### config.mk
export PLATFORM = sky130hd
export DESIGN_NAME = bawd_watchdog
export DESIGN_NICKNAME = d
export VERILOG_FILES = /design/src/bawd_pkg.sv /design/src/bawd_prescaler.sv /design/src/bawd_watchdog.sv
export VERILOG_INCLUDE_DIRS = /design/src
export SDC_FILE = /design/constraint.sdc
export NUM_CORES = 1
export LEC_CHECK = 0
export ABC_CLOCK_PERIOD_IN_PS = 6600
export BUFFER_PORTS_ARGS = -buffer_cell sky130_fd_sc_hd__buf_4
export CAP_MARGIN = 20
export CORE_MARGIN = 2
export CORE_UTILIZATION = 40
export CTS_CLUSTER_SIZE = 20
export DETAILED_ROUTE_END_ITERATION = 10
export PLACE_DENSITY = 0.67
export SYNTH_ARGS = -nofsm -noshare
export SYNTH_HDL_FRONTEND = slang
export SYNTH_HIERARCHICAL = 1
export SYNTH_SLANG_ARGS = --single-unit
### constraint.sdc
create_clock -name clk -period 6.6 [get_ports clk]
set_clock_uncertainty 0.1 [all_clocks]
set_input_delay 1.32 -clock clk [delete_from_list [all_inputs] [get_ports clk]]
set_output_delay 1.32 -clock clk [all_outputs]
set_load 0.02 [all_outputs]
### src/bawd_cfg.svh
// Timing counts, encodings and restart pulse length for the boot and application watchdog.
// Assumes a single 40 MHz system clock; included by bare name.
`ifndef BAWD_CFG_SVH
`define BAWD_CFG_SVH
// ----------------------------------------------------------------------------
// Clock and prescaler
// ----------------------------------------------------------------------------
`define BAWD_CLK_HZ        40000000
`define BAWD_SECOND_NS     1000000000
`define BAWD_CLK_PERIOD_NS 25
`define BAWD_TICK_CYCLES   (`BAWD_SECOND_NS / `BAWD_CLK_PERIOD_NS)
// ----------------------------------------------------------------------------
// Boot modes, service port, control codes
// ----------------------------------------------------------------------------
`define BAWD_BOOT_OFF      2'h0
`define BAWD_BOOT_30       2'h1
`define BAWD_BOOT_60       2'h2
`define BAWD_BOOT_90       2'h3
`define BAWD_BOOT_30_S     8'h1e
`define BAWD_BOOT_60_S     8'h3c
`define BAWD_BOOT_90_S     8'h5a
`define BAWD_SERVICE_PORT  16'h0201
`define BAWD_CTL_DISABLE   8'h00
`define BAWD_CTL_ENABLE    8'h01
`define BAWD_ACT_RESTART   1'h0
`define BAWD_ACT_NMI       1'h1
`define BAWD_RESTART_CYCLES 8'h10
`endif

### src/bawd_pkg.sv
// Types shared by the watchdog files.
// Assumes bawd_cfg.svh sits beside it.
`include "bawd_cfg.svh"
package bawd_pkg;
  typedef logic [7:0] bawd_sec_t;
  // One I/O cycle seen by the watchdog.
  typedef struct packed {
    logic        rd;
    logic [15:0] addr;
  } bawd_io_s;
  // One firmware control command.
  typedef struct packed {
    logic      valid;
    logic [7:0] code;
    bawd_sec_t secs;
  } bawd_cmd_s;
  typedef enum logic [1:0] {
    BAWD_IDLE  = 2'b00,
    BAWD_COUNT = 2'b01,
    BAWD_FIRE  = 2'b11
  } bawd_state_e;
endpackage

### src/bawd_prescaler.sv
// Seconds prescaler: one-cycle tick per second of system clock.
// Assumes clk at the rate in bawd_cfg.svh; restarted by clear.
`include "bawd_cfg.svh"
module bawd_prescaler #(
  parameter int unsigned TICK_CYCLES = `BAWD_TICK_CYCLES
) (
  input  wire logic clk,
  input  wire logic rst,
  input  wire logic clear,
  output logic      tick
);
  localparam int W = $clog2(TICK_CYCLES);
  logic [W-1:0] cnt_reg;
  // Tick is raised one count before the wrap, so a second needs two cycles at least.
  if (TICK_CYCLES < 2) begin : g_tick_check
    $error("bawd_prescaler: TICK_CYCLES must be at least 2");
  end
  // ----------------------------------------------------------------------------
  // Cycle counter
  // ----------------------------------------------------------------------------
  // Clear aligns a fresh full second to each service so the timeout is never short.
  always_ff @(posedge clk) begin
    if (rst || clear || cnt_reg == W'(TICK_CYCLES - 1)) begin
      cnt_reg <= '0;
    end else begin
      cnt_reg <= cnt_reg + 1'b1;
    end
  end
  // Tick marks the last cycle of each second.
  always_ff @(posedge clk) begin
    if (rst || clear) begin
      tick <= 1'b0;
    end else begin
      tick <= (cnt_reg == W'(TICK_CYCLES - 2));
    end
  end
endmodule

### src/bawd_watchdog.sv
// Boot and application watchdog: seconds countdown, service port, firmware control.
// Assumes the I/O cycle and command arrive synchronous to clk; straps are pins.
//
// Notes on behaviour
// - boot mode off, or 30, 60, 90 seconds.
// - any read of port 201h reloads countdown.
// - expiry performs the jumper-selected action.
// - programmed timeout is 1 to 255 seconds.
// - code 00 disables, code 01 enables.
`include "bawd_cfg.svh"
module bawd_watchdog
  import bawd_pkg::*;
#(
  parameter int unsigned TICK_CYCLES    = `BAWD_TICK_CYCLES,
  parameter int unsigned RESTART_CYCLES = `BAWD_RESTART_CYCLES
) (
  input  wire logic              clk,
  input  wire logic              rst,
  input  wire logic [1:0]        boot_mode_pin,
  input  wire logic              timeout_action_jumper,
  input  wire bawd_pkg::bawd_io_s  io,
  input  wire bawd_pkg::bawd_cmd_s cmd,
  output logic                   sys_restart,
  output logic                   wd_nmi,
  output logic                   wd_enabled,
  output logic [7:0]             secs_left
);
  import bawd_pkg::*;

  // The pulse length is held in an eight-bit down counter.
  if (RESTART_CYCLES < 1 || RESTART_CYCLES > 255) begin : g_restart_check
    $error("bawd_watchdog: bad RESTART_CYCLES");
  end

  // ----------------------------------------------------------------------------
  // Pin synchronisers
  // ----------------------------------------------------------------------------
  // Three stages; a level counts only once stages two and three agree.
  logic [1:0] mode_s1_reg, mode_s2_reg, mode_s3_reg, mode_reg;
  logic       act_s1_reg, act_s2_reg, act_s3_reg, act_reg;
  always_ff @(posedge clk) begin
    mode_s1_reg <= boot_mode_pin;
    mode_s2_reg <= mode_s1_reg;
    mode_s3_reg <= mode_s2_reg;
    act_s1_reg  <= timeout_action_jumper;
    act_s2_reg  <= act_s1_reg;
    act_s3_reg  <= act_s2_reg;
  end
  always_ff @(posedge clk) begin
    if (mode_s2_reg == mode_s3_reg) mode_reg <= mode_s3_reg;
    if (act_s2_reg == act_s3_reg) act_reg <= act_s3_reg;
  end

  // Boot timeout for a given mode code.
  function automatic bawd_sec_t boot_secs(input logic [1:0] m);
    unique case (m)
      `BAWD_BOOT_30: boot_secs = `BAWD_BOOT_30_S;
      `BAWD_BOOT_60: boot_secs = `BAWD_BOOT_60_S;
      `BAWD_BOOT_90: boot_secs = `BAWD_BOOT_90_S;
      default:       boot_secs = 8'h00;
    endcase
  endfunction

  // ----------------------------------------------------------------------------
  // Decode of service and commands
  // ----------------------------------------------------------------------------
  logic service;
  logic cmd_en, cmd_dis;
  assign service = io.rd && io.addr == `BAWD_SERVICE_PORT;
  assign cmd_en  = cmd.valid && cmd.code == `BAWD_CTL_ENABLE;
  assign cmd_dis = cmd.valid && cmd.code == `BAWD_CTL_DISABLE;

  logic       tick;
  logic [2:0] arm_cnt_reg;
  logic       boot_arm_reg;
  bawd_prescaler #(.TICK_CYCLES(TICK_CYCLES)) u_presc (
    .clk   (clk),
    .rst   (rst),
    .clear (service || cmd_en || boot_arm_reg),
    .tick  (tick)
  );

  // ----------------------------------------------------------------------------
  // Boot arming: strap is caught a few cycles after reset release
  // ----------------------------------------------------------------------------
  // The synchroniser needs four edges to settle, so arming waits for it.
  always_ff @(posedge clk) begin
    if (rst) begin
      arm_cnt_reg  <= 3'h0;
      boot_arm_reg <= 1'b0;
    end else begin
      if (arm_cnt_reg != 3'h5) arm_cnt_reg <= arm_cnt_reg + 3'h1;
      boot_arm_reg <= (arm_cnt_reg == 3'h4);
    end
  end

  // ----------------------------------------------------------------------------
  // Countdown state machine
  // ----------------------------------------------------------------------------
  bawd_state_e state_reg;
  bawd_sec_t   reload_reg;
  bawd_sec_t   count_reg;
  logic [7:0]  fire_cnt_reg;
  logic        expire;
  logic        fire_start;
  assign expire = state_reg == BAWD_COUNT && tick && count_reg == 8'h01 && !service;
  // Besides a service read (excluded in expire), only a decoded command or boot arming outranks expiry; an unknown code must not cancel the pulse,
  // or the machine would enter the firing state with no count to leave it.
  assign fire_start = expire && !boot_arm_reg && !cmd_en && !cmd_dis;

  always_ff @(posedge clk) begin
    if (rst) begin
      state_reg  <= BAWD_IDLE;
      reload_reg <= 8'h00;
      count_reg  <= 8'h00;
    end else if (boot_arm_reg) begin
      reload_reg <= boot_secs(mode_reg);
      count_reg  <= boot_secs(mode_reg);
      state_reg  <= (mode_reg == `BAWD_BOOT_OFF) ? BAWD_IDLE : BAWD_COUNT;
    end else if (state_reg == BAWD_FIRE) begin
      if (fire_cnt_reg == 8'h01) state_reg <= BAWD_IDLE;
    end else if (cmd_dis) begin
      state_reg <= BAWD_IDLE; // count held, no expiry
    end else if (cmd_en) begin
      // A zero count would be meaningless; it is served as one second.
      reload_reg <= (cmd.secs == 8'h00) ? 8'h01 : cmd.secs;
      count_reg  <= (cmd.secs == 8'h00) ? 8'h01 : cmd.secs;
      state_reg  <= BAWD_COUNT;
    end else if (state_reg == BAWD_COUNT) begin
      if (service) begin
        count_reg <= reload_reg;
      end else if (expire) begin
        count_reg <= 8'h00;
        state_reg <= BAWD_FIRE;
      end else if (tick) begin
        count_reg <= count_reg - 8'h01;
      end
    end
  end

  // ----------------------------------------------------------------------------
  // Expiry action, chosen by the jumper
  // ----------------------------------------------------------------------------
  always_ff @(posedge clk) begin
    if (rst) begin
      fire_cnt_reg <= 8'h00;
      sys_restart  <= 1'b0;
      wd_nmi       <= 1'b0;
    end else if (fire_start) begin
      fire_cnt_reg <= 8'(RESTART_CYCLES);
      sys_restart  <= act_reg == `BAWD_ACT_RESTART;
      wd_nmi       <= act_reg == `BAWD_ACT_NMI;
    end else if (fire_cnt_reg != 8'h00) begin
      fire_cnt_reg <= fire_cnt_reg - 8'h01;
      if (fire_cnt_reg == 8'h01) begin
        sys_restart <= 1'b0;
        wd_nmi      <= 1'b0;
      end
    end
  end

  // Status mirrors for the board.
  always_ff @(posedge clk) begin
    if (rst) begin
      wd_enabled <= 1'b0;
      secs_left  <= 8'h00;
    end else begin
      wd_enabled <= state_reg == BAWD_COUNT;
      secs_left  <= count_reg;
    end
  end
endmodule
==> out/metrics.yaml, run 1 <==
min_path:
  hold_start: "mode_s1_reg[0]"
  holdPathEnd: "mode_s2_reg[0]"
  hold_depth: 0
  hp-class: "reg2reg"
final_layout:
  largest_register_ffs: 26
  finalNetCount: 532
  nFillCells: 970
  drive_gt1_share_pct: 17.6
  diodes: 0
  area_growth_pct: 17.1
  register_area_mm2: 0.00163
  multiInputGateArea_mm2: 0.00218
  fin_cells: 617
  final_area_mm2: 0.00467
route:
  wire_per_inst_um: 14.4
  drt-total-wl_um: 8870
  drc: 0
  drtIter0Drc: 110
  ant_nets: 0
  vias: 3383
  viasPerCell: 5.48
  drt-pass1-iter-count: 4
timing:
  setup_violations: 0
  fin_crit_sh_pct: 49.0
  hold_viol: 0
  fmax_mhz: 309
  rsz0062_at_grt: "no"
  timing.slew.headroom_pct: 30.5
  worst_pin_slew_ns: 1.03
  fin_crit_ns: 3.23
  drv_slew: 0
  setup_tns_ns: 0
synth:
  yosys_most_used_dff: "dfxtp_1"
  syn_nets: 491
  synth-edff-count: 3
  synth_cell_types: 70
  synth_area_mm2: 0.00399
  yosys_warnings: 6
  syn_inst: 438
  synth_top_area_share_pct: 38.7
  synth_area_leaders: "dfxtp_1 (39%), ha_1 (4.4%), nor2_1 (3.2%)"
  avgSynthCellArea_um2: 9.10
  synth_seq_cells: 80
  ys_async_sr_fraction_pct: 0
  synth_area_leader_cell: "dfxtp_1"
  seq_area_frac_synth_pct: 40.9
global_routing:
  grt_pass1_vias: 3249
  grt_max_degree: 27
  antenna_found_initial: 0
  grt.overflow.total: 0
  grt_pass1_wl_um: 15300
  grt.total_usage_pct: 17.1
floorplanning:
  pin_count: 50
  core_mm2: 0.00973
  row_count: 36
  die-area_mm2: 0.0108
  die_h_um: 104
  die_x_um: 104
  initial_core_util_pct: 41.0
setup_path:
  arrival_ns: 3.35
  path_max_fanout: 26
  reg2reg_slack_ns: 4.24
  rr_startpoint: "count_reg[1]"
  ff2ff_path_depth: 7
  worstPathRequired_ns: 6.72
  critPathKind: "in2reg"
  crit_path_start_kind: "input pin"
  r2r_end: "fire_cnt_reg[3]"
  cp-end-kind: "flip-flop"
placement:
  post_dp_cell_area_mm2: 0.00442
  port_buffers: 49
  dpl.cell_count: 601
  dpl.hpwl_um: 6380
  place_congestion: 0.864
clock_network:
  clk_pin_slew_ns: 0.08
  post_cts_buffers: 0
  htree_levels: 3
  post_cts_resized: 0
  postCtsHoldBufs: 0
  cts_buffers: 9
  insertion_delay_ns: 0.36
  clockBufferDepth: 2
  cts_root_buf: "clkbuf_8"
  cts_tree: "built"
  clkSinkCount: 80
flow_run:
  cap_violations: 0
pwr:
  p_leak_uw: 0.00175
  cellPowerDensity_mw_per_mm2: 254
  peakVddDrop_v: 0.000107
run_status:
  status: "finished, final reports clean"
## routing by layer
metal	share of wire, %	vias up	global-route usage, %
met2	48	78	28.5
met4	1.4	0	5.02
li1	-	1719	-
met5	0	-	0
met3	5.3	13	4.59
met1	45	1573	21.7
## power by group
group	internal (uW)	leakage, uW	switching (uW)
Sequential	515	0.000655	26.9
Clock	264	0.000123	190
Combinational	89.0	0.000976	101
Total	867	0.00175	318
## critical path: stages
cell and delay [ns]:
buf_4 0.11, nor4b_1 0.39, nand4_1 0.36, o21ai_0 0.50, or2_2 0.55, nor3_1 0.13
## area by class of cell
class                           instances  area share [%]
Multi-Input combinational cell        320            46.7
Sequential cell                        80            34.9
Timing Repair Buffer                   49            7.88
Tap cell                              133            3.56
Clock buffer                           10            2.95
Clock inverter                          6            2.46
Inverter                               19            1.53
## synth_stat cells, types with 11 or more instances
library cell  instances
nor2_1               34
nor3_1               20
clkbuf_1             11
o31ai_1              12
ha_1                 14
o21ai_0              15
nand2_1              32
a211oi_1             15
a21oi_1              19
dfxtp_1              77
inv_1                19
## kinds of logic after synthesis
family          after synthesis  synth area share [%]
xor+xnor                     19                  4.17
mux                           7                  1.88
buf+inv                      38                  4.39
simple gates                182                  26.9
flops                        80                  40.9
fa+ha+maj                    14                  4.39
compound gates               98                  17.4
## cells in the final DEF (no fill, tap or decap), types with 4 or more instances in the layout
master,synthesis,routed
a211oi_1,15,15
a21oi_1,19,19
a311oi_1,4,4
and2_1,5,5
and3_1,9,9
and4_1,5,5
buf_4,2,49
clkbuf_8,0,10
dfxtp_1,77,77
ha_1,14,14
inv_1,19,19
mux2i_1,6,6
nand2_1,32,32
nand3_1,10,10
nand3b_1,4,4
nand4_1,10,10
nor2_1,34,34
nor2b_1,5,5
nor3_1,20,20
nor4_1,5,5
o211ai_1,4,4
o21ai_0,15,15
o31ai_1,12,12
or3_1,7,7
or4_1,10,10
xnor2_1,9,9
xor2_1,10,10
## through the flow
step	power, uW	setup slack (ns)	utilization [%]	hold slack, ns
final	1190	3.37	48.0	0.232
after global routing	1250	3.13	48.0	0.242
after CTS	1200	3.39	48.0	0.235
after detailed placement	741	3.03	45.4	0.214
after global placement	734	3.13	45.4	0.212
after floorplan	689	3.40	-	0.210
## worst max path at each step
stage                        from                   to  slack [ns]
after CTS                  io[11]  u_presc/cnt_reg[13]        3.39
after global placement    cmd[13]         count_reg[1]        3.13
final                      io[11]   u_presc/cnt_reg[3]        3.37
after global routing        io[4]   u_presc/cnt_reg[3]        3.13
after detailed placement   io[11]   u_presc/cnt_reg[3]        3.03
after floorplan            io[11]   u_presc/cnt_reg[3]        3.40
(Power assumes the default switching activity.)
==> run 2, diff against run 1 <==
--- a/config.mk
+++ b/config.mk
@@ -6,7 +6,7 @@
 export SDC_FILE = /design/constraint.sdc
 export NUM_CORES = 1
 export LEC_CHECK = 0
-export ABC_CLOCK_PERIOD_IN_PS = 6600
+export ABC_CLOCK_PERIOD_IN_PS = 3300
 export BUFFER_PORTS_ARGS = -buffer_cell sky130_fd_sc_hd__buf_4
 export CAP_MARGIN = 20
 export CORE_MARGIN = 2
==> constraint.sdc (replaced) <==
create_clock -name clk -period 3.3 [get_ports clk]
set_clock_uncertainty 0.1 [all_clocks]
set_input_delay 0.66 -clock clk [delete_from_list [all_inputs] [get_ports clk]]
set_output_delay 0.66 -clock clk [all_outputs]
set_load 0.02 [all_outputs]
==> run 2 against run 1 <==
Effect of this change:
- final area down 0.62%
- flip-flop and latch count unchanged
- via count up 1.1%
- worst hold slack worse by 0.00089 ns
- count of clock-buffer cells in the layout unchanged
- utilization down 0.30 points
- die area unchanged
- power up 86%
- critical path type unchanged
- largest cell class unchanged
- largest power group unchanged
- highest routed layer unchanged
==> out/metrics.yaml, run 2 (same netlist as run 1, synthesis figures left out) <==
global_routing:
  grt.total_usage_pct: 17.6  # +0.48 points
  busiest_layer: "met2"
  antenna_found_initial: 0  # unchanged
  use_met1_pct: 21.7  # about the same
  grt_pass1_wl_um: 15900  # +4.2%
  grt.overflow.total: 0  # unchanged
  met3_usage_pct: 4.91  # +0.31 points
  grt_pass1_vias: 3384  # +4.2%
  met2_usage_pct: 30.1  # +1.6 points
  grt_max_degree: 27  # unchanged
clock_network:
  post_cts_buffers: 0  # unchanged
  htree_levels: 3  # unchanged
  postCtsHoldBufs: 0  # unchanged
  cts_root_buf: "clkbuf_8"
  cts_tree: "built"
  post_cts_resized: 0  # unchanged
  cts_buffers: 9  # unchanged
  clkSinkCount: 80  # unchanged
  clockBufferDepth: 2  # unchanged
  clk_pin_slew_ns: 0.08  # about the same
  insertion_delay_ns: 0.36  # about the same
placement:
  port_buffers: 49  # unchanged
  post_dp_cell_area_mm2: 0.00444  # +0.51%
  dpl.hpwl_um: 6520  # +2.2%
  dp_slack_ns: 0.530  # -2.50 ns
  place_congestion: 0.832  # -3.7%
route:
  vias: 3419  # +1.1%
  ant_nets: 0  # unchanged
  wire_per_inst_um: 14.6  # +1.8%
  drt-pass1-iter-count: 4  # unchanged
  viasPerCell: 5.51  # +0.58%
  drc: 0  # unchanged
  drt-total-wl_um: 9080  # +2.3%
  drtIter0Drc: 122  # +11%
timing:
  setup_violations: 0  # unchanged
  setup_tns_ns: 0  # unchanged
  fin_crit_sh_pct: 75.2
  timing.slew.headroom_pct: 49.3  # +19 points
  hold_slack_ns: 0.231  # -0.000887 ns
  drv_slew: 0  # unchanged
  fin_ws_ns: 0.819  # -2.55 ns
  fin_crit_ns: 2.48
  rsz0062_at_grt: "no"
  hold_viol: 0  # unchanged
  worst_pin_slew_ns: 0.757  # -0.277 ns
  fmax_mhz: 403
pwr:
  cellPowerDensity_mw_per_mm2: 474  # +87%
  peakVddDrop_v: 0.000280  # +160%
  p_leak_uw: 0.00175  # -0.17%
setup_path:
  arrival_ns: 2.59  # -0.76 ns
  worstPathRequired_ns: 3.41  # -3.31 ns
  crit_path_start_kind: "input pin"
  path_max_fanout: 26  # unchanged
  critPathKind: "in2reg"
  cp-end-kind: "flip-flop"
final_layout:
  register_area_mm2: 0.00163  # unchanged
  area_growth_pct: 16.4
  multiInputGateArea_mm2: 0.00218  # unchanged
  layout_commonest_cell: "dfxtp_1"
  final_core_util_pct: 47.7  # -0.30 points
  nFillCells: 952  # -1.9%
  finalNetCount: 535  # +0.56%
  diodes: 0  # unchanged
  final_area_mm2: 0.00464  # -0.62%
  largest_register_ffs: 26  # unchanged
  final_cell_mix: "dfxtp_1 (77), buf_4 (52), nor2_1 (34), nand2_1 (32), nor3_1 (20)"
  drive_gt1_share_pct: 18.1  # +0.51 points
floorplanning:
  core_mm2: 0.00973  # unchanged
  die-area_mm2: 0.0108  # unchanged
  initial_core_util_pct: 41.0  # unchanged
  die_x_um: 104  # unchanged
  die_h_um: 104  # unchanged
  pin_count: 50  # unchanged
  row_count: 36  # unchanged
flow_run:
  cap_violations: 0  # unchanged
min_path:
  hp-class: "reg2reg"
run_status:
  status: "finished, final reports clean"
[run 2: changes by cell type in the layout (fill, tap and decap cells not counted), sizes merged]
cell / before / now
buf: 49 / 52
clkinvlp: 1 / 0
bufinv: 3 / 0
inv: 20 / 24
[run 2: layer usage]
| layer | up-vias | share of wire (%) |
|---|---|---|
| li1 | 1721 | - |
| met1 | 1617 | 46 |
| met2 | 68 | 49 |
| met3 | 13 | 4.5 |
| met4 | 0 | 1.2 |
| met5 | - | 0 |
[run 2: report_power, final]
| group | internal, uW | total (uW) | switching [uW] |
|---|---|---|---|
| clock network | 334 | 733 | 398 |
| logic | 179 | 384 | 205 |
| registers | 1030 | 1080 | 54.3 |
[run 2: path summary, 6_finish.rpt]
path | start | end | slack [ns] | cells past startpoint
worst max-delay path | cmd[13] | u_presc/cnt_reg[22] | 0.82 | 6
worst min-delay path | act_s1_reg | act_s2_reg | 0.23 | 0
worst max register to register | count_reg[1] | fire_cnt_reg[7] | 0.94 | 7
worst min register to register | act_s1_reg | act_s2_reg | 0.23 | 0
[run 2: metrics by stage]
stage / power, uW / instances
after floorplan: 1380 / 438
after global placement: 1470 / 604
after detailed placement: 1490 / 604
after CTS: 2220 / 620
after global routing: 2330 / 620
final: 2200 / 620
[run 2: cell type report]
class                   count  area share (%)
clock inverters             6            1.13
repair buffers             52            8.41
inverters                  19            1.54
multi-input cells         320            47.0
flip-flops and latches     80            35.1
clock buffers              10            3.21
well taps                 133            3.58
[run 2: critical path, cell delays in order]
cell and delay (ns):
buf_4 0.11, nor4_2 0.53, a31oi_1 0.34, o21ai_0 0.29
or2_2 0.54, a211oi_1 0.11
==> run 3, diff against run 2 <==
--- a/config.mk
+++ b/config.mk
@@ -6,14 +6,14 @@
 export SDC_FILE = /design/constraint.sdc
 export NUM_CORES = 1
 export LEC_CHECK = 0
-export ABC_CLOCK_PERIOD_IN_PS = 3300
+export ABC_CLOCK_PERIOD_IN_PS = 2180
 export BUFFER_PORTS_ARGS = -buffer_cell sky130_fd_sc_hd__buf_4
 export CAP_MARGIN = 20
 export CORE_MARGIN = 2
 export CORE_UTILIZATION = 40
 export CTS_CLUSTER_SIZE = 20
 export DETAILED_ROUTE_END_ITERATION = 10
-export PLACE_DENSITY = 0.67
+export PLACE_DENSITY = 0.69
 export SYNTH_ARGS = -nofsm -noshare
 export SYNTH_HDL_FRONTEND = slang
 export SYNTH_HIERARCHICAL = 1
==> constraint.sdc (replaced) <==
create_clock -name clk -period 2.18 [get_ports clk]
set_clock_uncertainty 0.1 [all_clocks]
set_input_delay 0.436 -clock clk [delete_from_list [all_inputs] [get_ports clk]]
set_output_delay 0.436 -clock clk [all_outputs]
set_load 0.02 [all_outputs]
==> run 3 against run 2 <==
Effect of this change:
- wire length rose by 1.2%
- register-to-register slack got worse by 0.80 ns
- count of clock-buffer cells in the layout fell by 1
- first-iteration DRC count rose by 24%
- worst hold slack got worse by 0.16 ns
- sequential share of layout area fell by 1.7 points
- final area rose by 5.0%
- utilization rose by 2.4 points
- worst setup slack got worse by 0.68 ns
- clock power rose by 61%
- critical path type is now reg2reg
- largest cell class unchanged
- highest routed layer unchanged
==> out/metrics.yaml, run 3 (same netlist as run 1, synthesis figures left out) <==
run_status:
  status: "finished, final reports clean"
floorplanning:
  die_x_um: 104  # unchanged
  initial_core_util_pct: 41.0  # unchanged
  pin_count: 50  # unchanged
  core_mm2: 0.00973  # unchanged
  row_count: 36  # unchanged
  die_h_um: 104  # unchanged
  die-area_mm2: 0.0108  # unchanged
setup_path:
  timing.critical_path.buf_inv: 2  # +1
  cp-end-kind: "flip-flop"
  r2r_end: "state_reg[0]"
  critPathKind: "reg2reg"
  path_max_fanout: 6  # -77%
  crit_chain: "inv_1 -> ha_1 -> nand4b_1 -> nor4b_4 -> buf_4 -> a21boi_2 -> o221ai_1 -> o311a_1"
  reg2reg_slack_ns: 0.14  # -0.80 ns
  ff2ff_path_depth: 8  # +1
  rr_startpoint: "count_reg[1]"
  worstPathRequired_ns: 2.34  # -1.07 ns
  slowest_delay_ns: 0.38  # -0.16 ns
  cp_top_family: "simple AND/OR/NAND/NOR gates"
  arrival_ns: 2.19  # -0.40 ns
  crit_path_start_kind: "flip-flop"
  slowest_stage: "nor4b_4"
route:
  wire_per_inst_um: 14.2  # -2.9%
  drtIter0Drc: 151  # +24%
  drt-total-wl_um: 9180  # +1.2%
  ant_nets: 0  # unchanged
  vias: 3483  # +1.9%
  drt-pass1-iter-count: 4  # unchanged
  viasPerCell: 5.39  # -2.2%
  drc: 0  # unchanged
global_routing:
  grt.total_usage_pct: 17.9  # +0.29 points
  grt_pass1_vias: 3359  # -0.74%
  antenna_found_initial: 0  # unchanged
  met2_usage_pct: 30.0  # -0.094 points
  busiest_layer: "met2"
  met3_usage_pct: 3.90  # -1.0 points
  grt.overflow.total: 0  # unchanged
  grt_pass1_wl_um: 16100  # +1.3%
  use_met1_pct: 22.8  # +1.2 points
  grt_max_degree: 23  # -15%
clock_network:
  cts_tree: "built"
  insertion_delay_ns: 0.36  # about the same
  clockBufferDepth: 2  # unchanged
  clkSinkCount: 80  # unchanged
  cts_buffers: 9  # unchanged
  postCtsHoldBufs: 0  # unchanged
  clk_pin_slew_ns: 0.09  # about the same
  htree_levels: 3  # unchanged
  cts_root_buf: "clkbuf_8"
timing:
  fin_ws_ns: 0.144  # -0.675 ns
  rsz0062_at_grt: "no"
  worst_pin_slew_ns: 0.471  # -0.286 ns
  fin_crit_ns: 2.04
  fin_crit_sh_pct: 93.4
  hold_viol: 0  # unchanged
  setup_tns_ns: 0  # unchanged
  fmax_mhz: 491
  drv_slew: 0  # unchanged
  timing.slew.headroom_pct: 68.3  # +19 points
  setup_violations: 0  # unchanged
final_layout:
  final_cell_mix: "dfxtp_1 (77), buf_4 (76), nor2_1 (34), nand2_1 (32), nor3_1 (20)"
  layout_commonest_cell: "dfxtp_1"
  area_growth_pct: 22.3
  drive_gt1_share_pct: 22.4  # +4.3 points
  fin_cells: 646  # +4.2%
  finalNetCount: 561  # +4.9%
  diodes: 0  # unchanged
  final_core_util_pct: 50.1  # +2.4 points
  largest_register_ffs: 26  # unchanged
pwr:
  peakVddDrop_v: 0.000429  # +53%
  p_leak_uw: 0.00189  # +7.9%
  cellPowerDensity_mw_per_mm2: 698  # +47%
placement:
  dpl.hpwl_um: 6710  # +2.9%
  dp_slack_ns: -0.0397  # -0.570 ns
  place_congestion: 0.907  # +9.0%
  port_buffers: 49  # unchanged
  dpl.cell_count: 630  # +4.3%
flow_run:
  cap_violations: 0  # unchanged
min_path:
  hold_start: "boot_mode_pin[1]"
  holdPathEnd: "mode_s1_reg[1]"
  hold_depth: 1  # +1
  hp-class: "in2reg"
[run 3: per-layer routing]
| layer | part of all wire, % | up-vias |
|---|---|---|
| li1 | - | 1765 |
| met1 | 45 | 1645 |
| met2 | 49 | 60 |
| met3 | 3.8 | 13 |
| met4 | 1.6 | 0 |
| met5 | 0 | - |
[run 3: timing repair]
action,CTS,global route
hold endpoints to repair,0,0
endpoints found under the setup margin,0,5
gates resized for setup,0,2
buffers inserted,0,0
[run 3: layout make-up]
class                           instances  area, um2
Clock buffer                            9        124
Clock inverter                          7       87.6
Fill cell                             943       4850
Inverter                               19       71.3
Multi-Input combinational cell        320       2180
Sequential cell                        80       1630
Tap cell                              133        166
Timing Repair Buffer                   78        611
[run 3: worst reg2reg max path, stage by stage, from the launching register on]
cell and delay (ns):
dfxtp_1 0.32, inv_1 0.07, ha_1 0.15, nand4b_1 0.22, nor4b_4 0.38, buf_4 0.21
a21boi_2 0.21, o221ai_1 0.14, o311a_1 0.14
[run 3: how the worst max path moves through the flow]
stage | start | end | slack [ns] | cells past startpoint
2_1_floorplan | io[11] | u_presc/cnt_reg[21] | 0.03 | 7
3_3_place_gp | cmd[16] | count_reg[5] | -0.08 | 7
3_5_place_dp | cmd[13] | count_reg[1] | -0.04 | 8
4_1_cts | count_reg[1] | count_reg[5] | 0.1 | 7
5_1_grt | count_reg[1] | state_reg[0] | 0.03 | 8
6_report | count_reg[1] | state_reg[0] | 0.14 | 8
[run 3: through the flow]
| step | total power, uW | cell area (um2) | hold slack (ns) |
|---|---|---|---|
| after detailed placement | 2250 | 4660 | 0.214 |
| after CTS | 3430 | 4870 | 0.0598 |
| final | 3400 | 4880 | 0.0698 |
| after floorplan | 2090 | 3990 | 0.210 |
| after global placement | 2230 | 4660 | 0.214 |
| after global routing | 3600 | 4880 | 0.0480 |
[run 3: power breakdown]
group,internal [uW],switching (uW),leakage [uW]
sequential,1560,80.3,0.000655
combinational,284,299,0.00113
clock,557,623,0.000108
total,2400,1000,0.00189
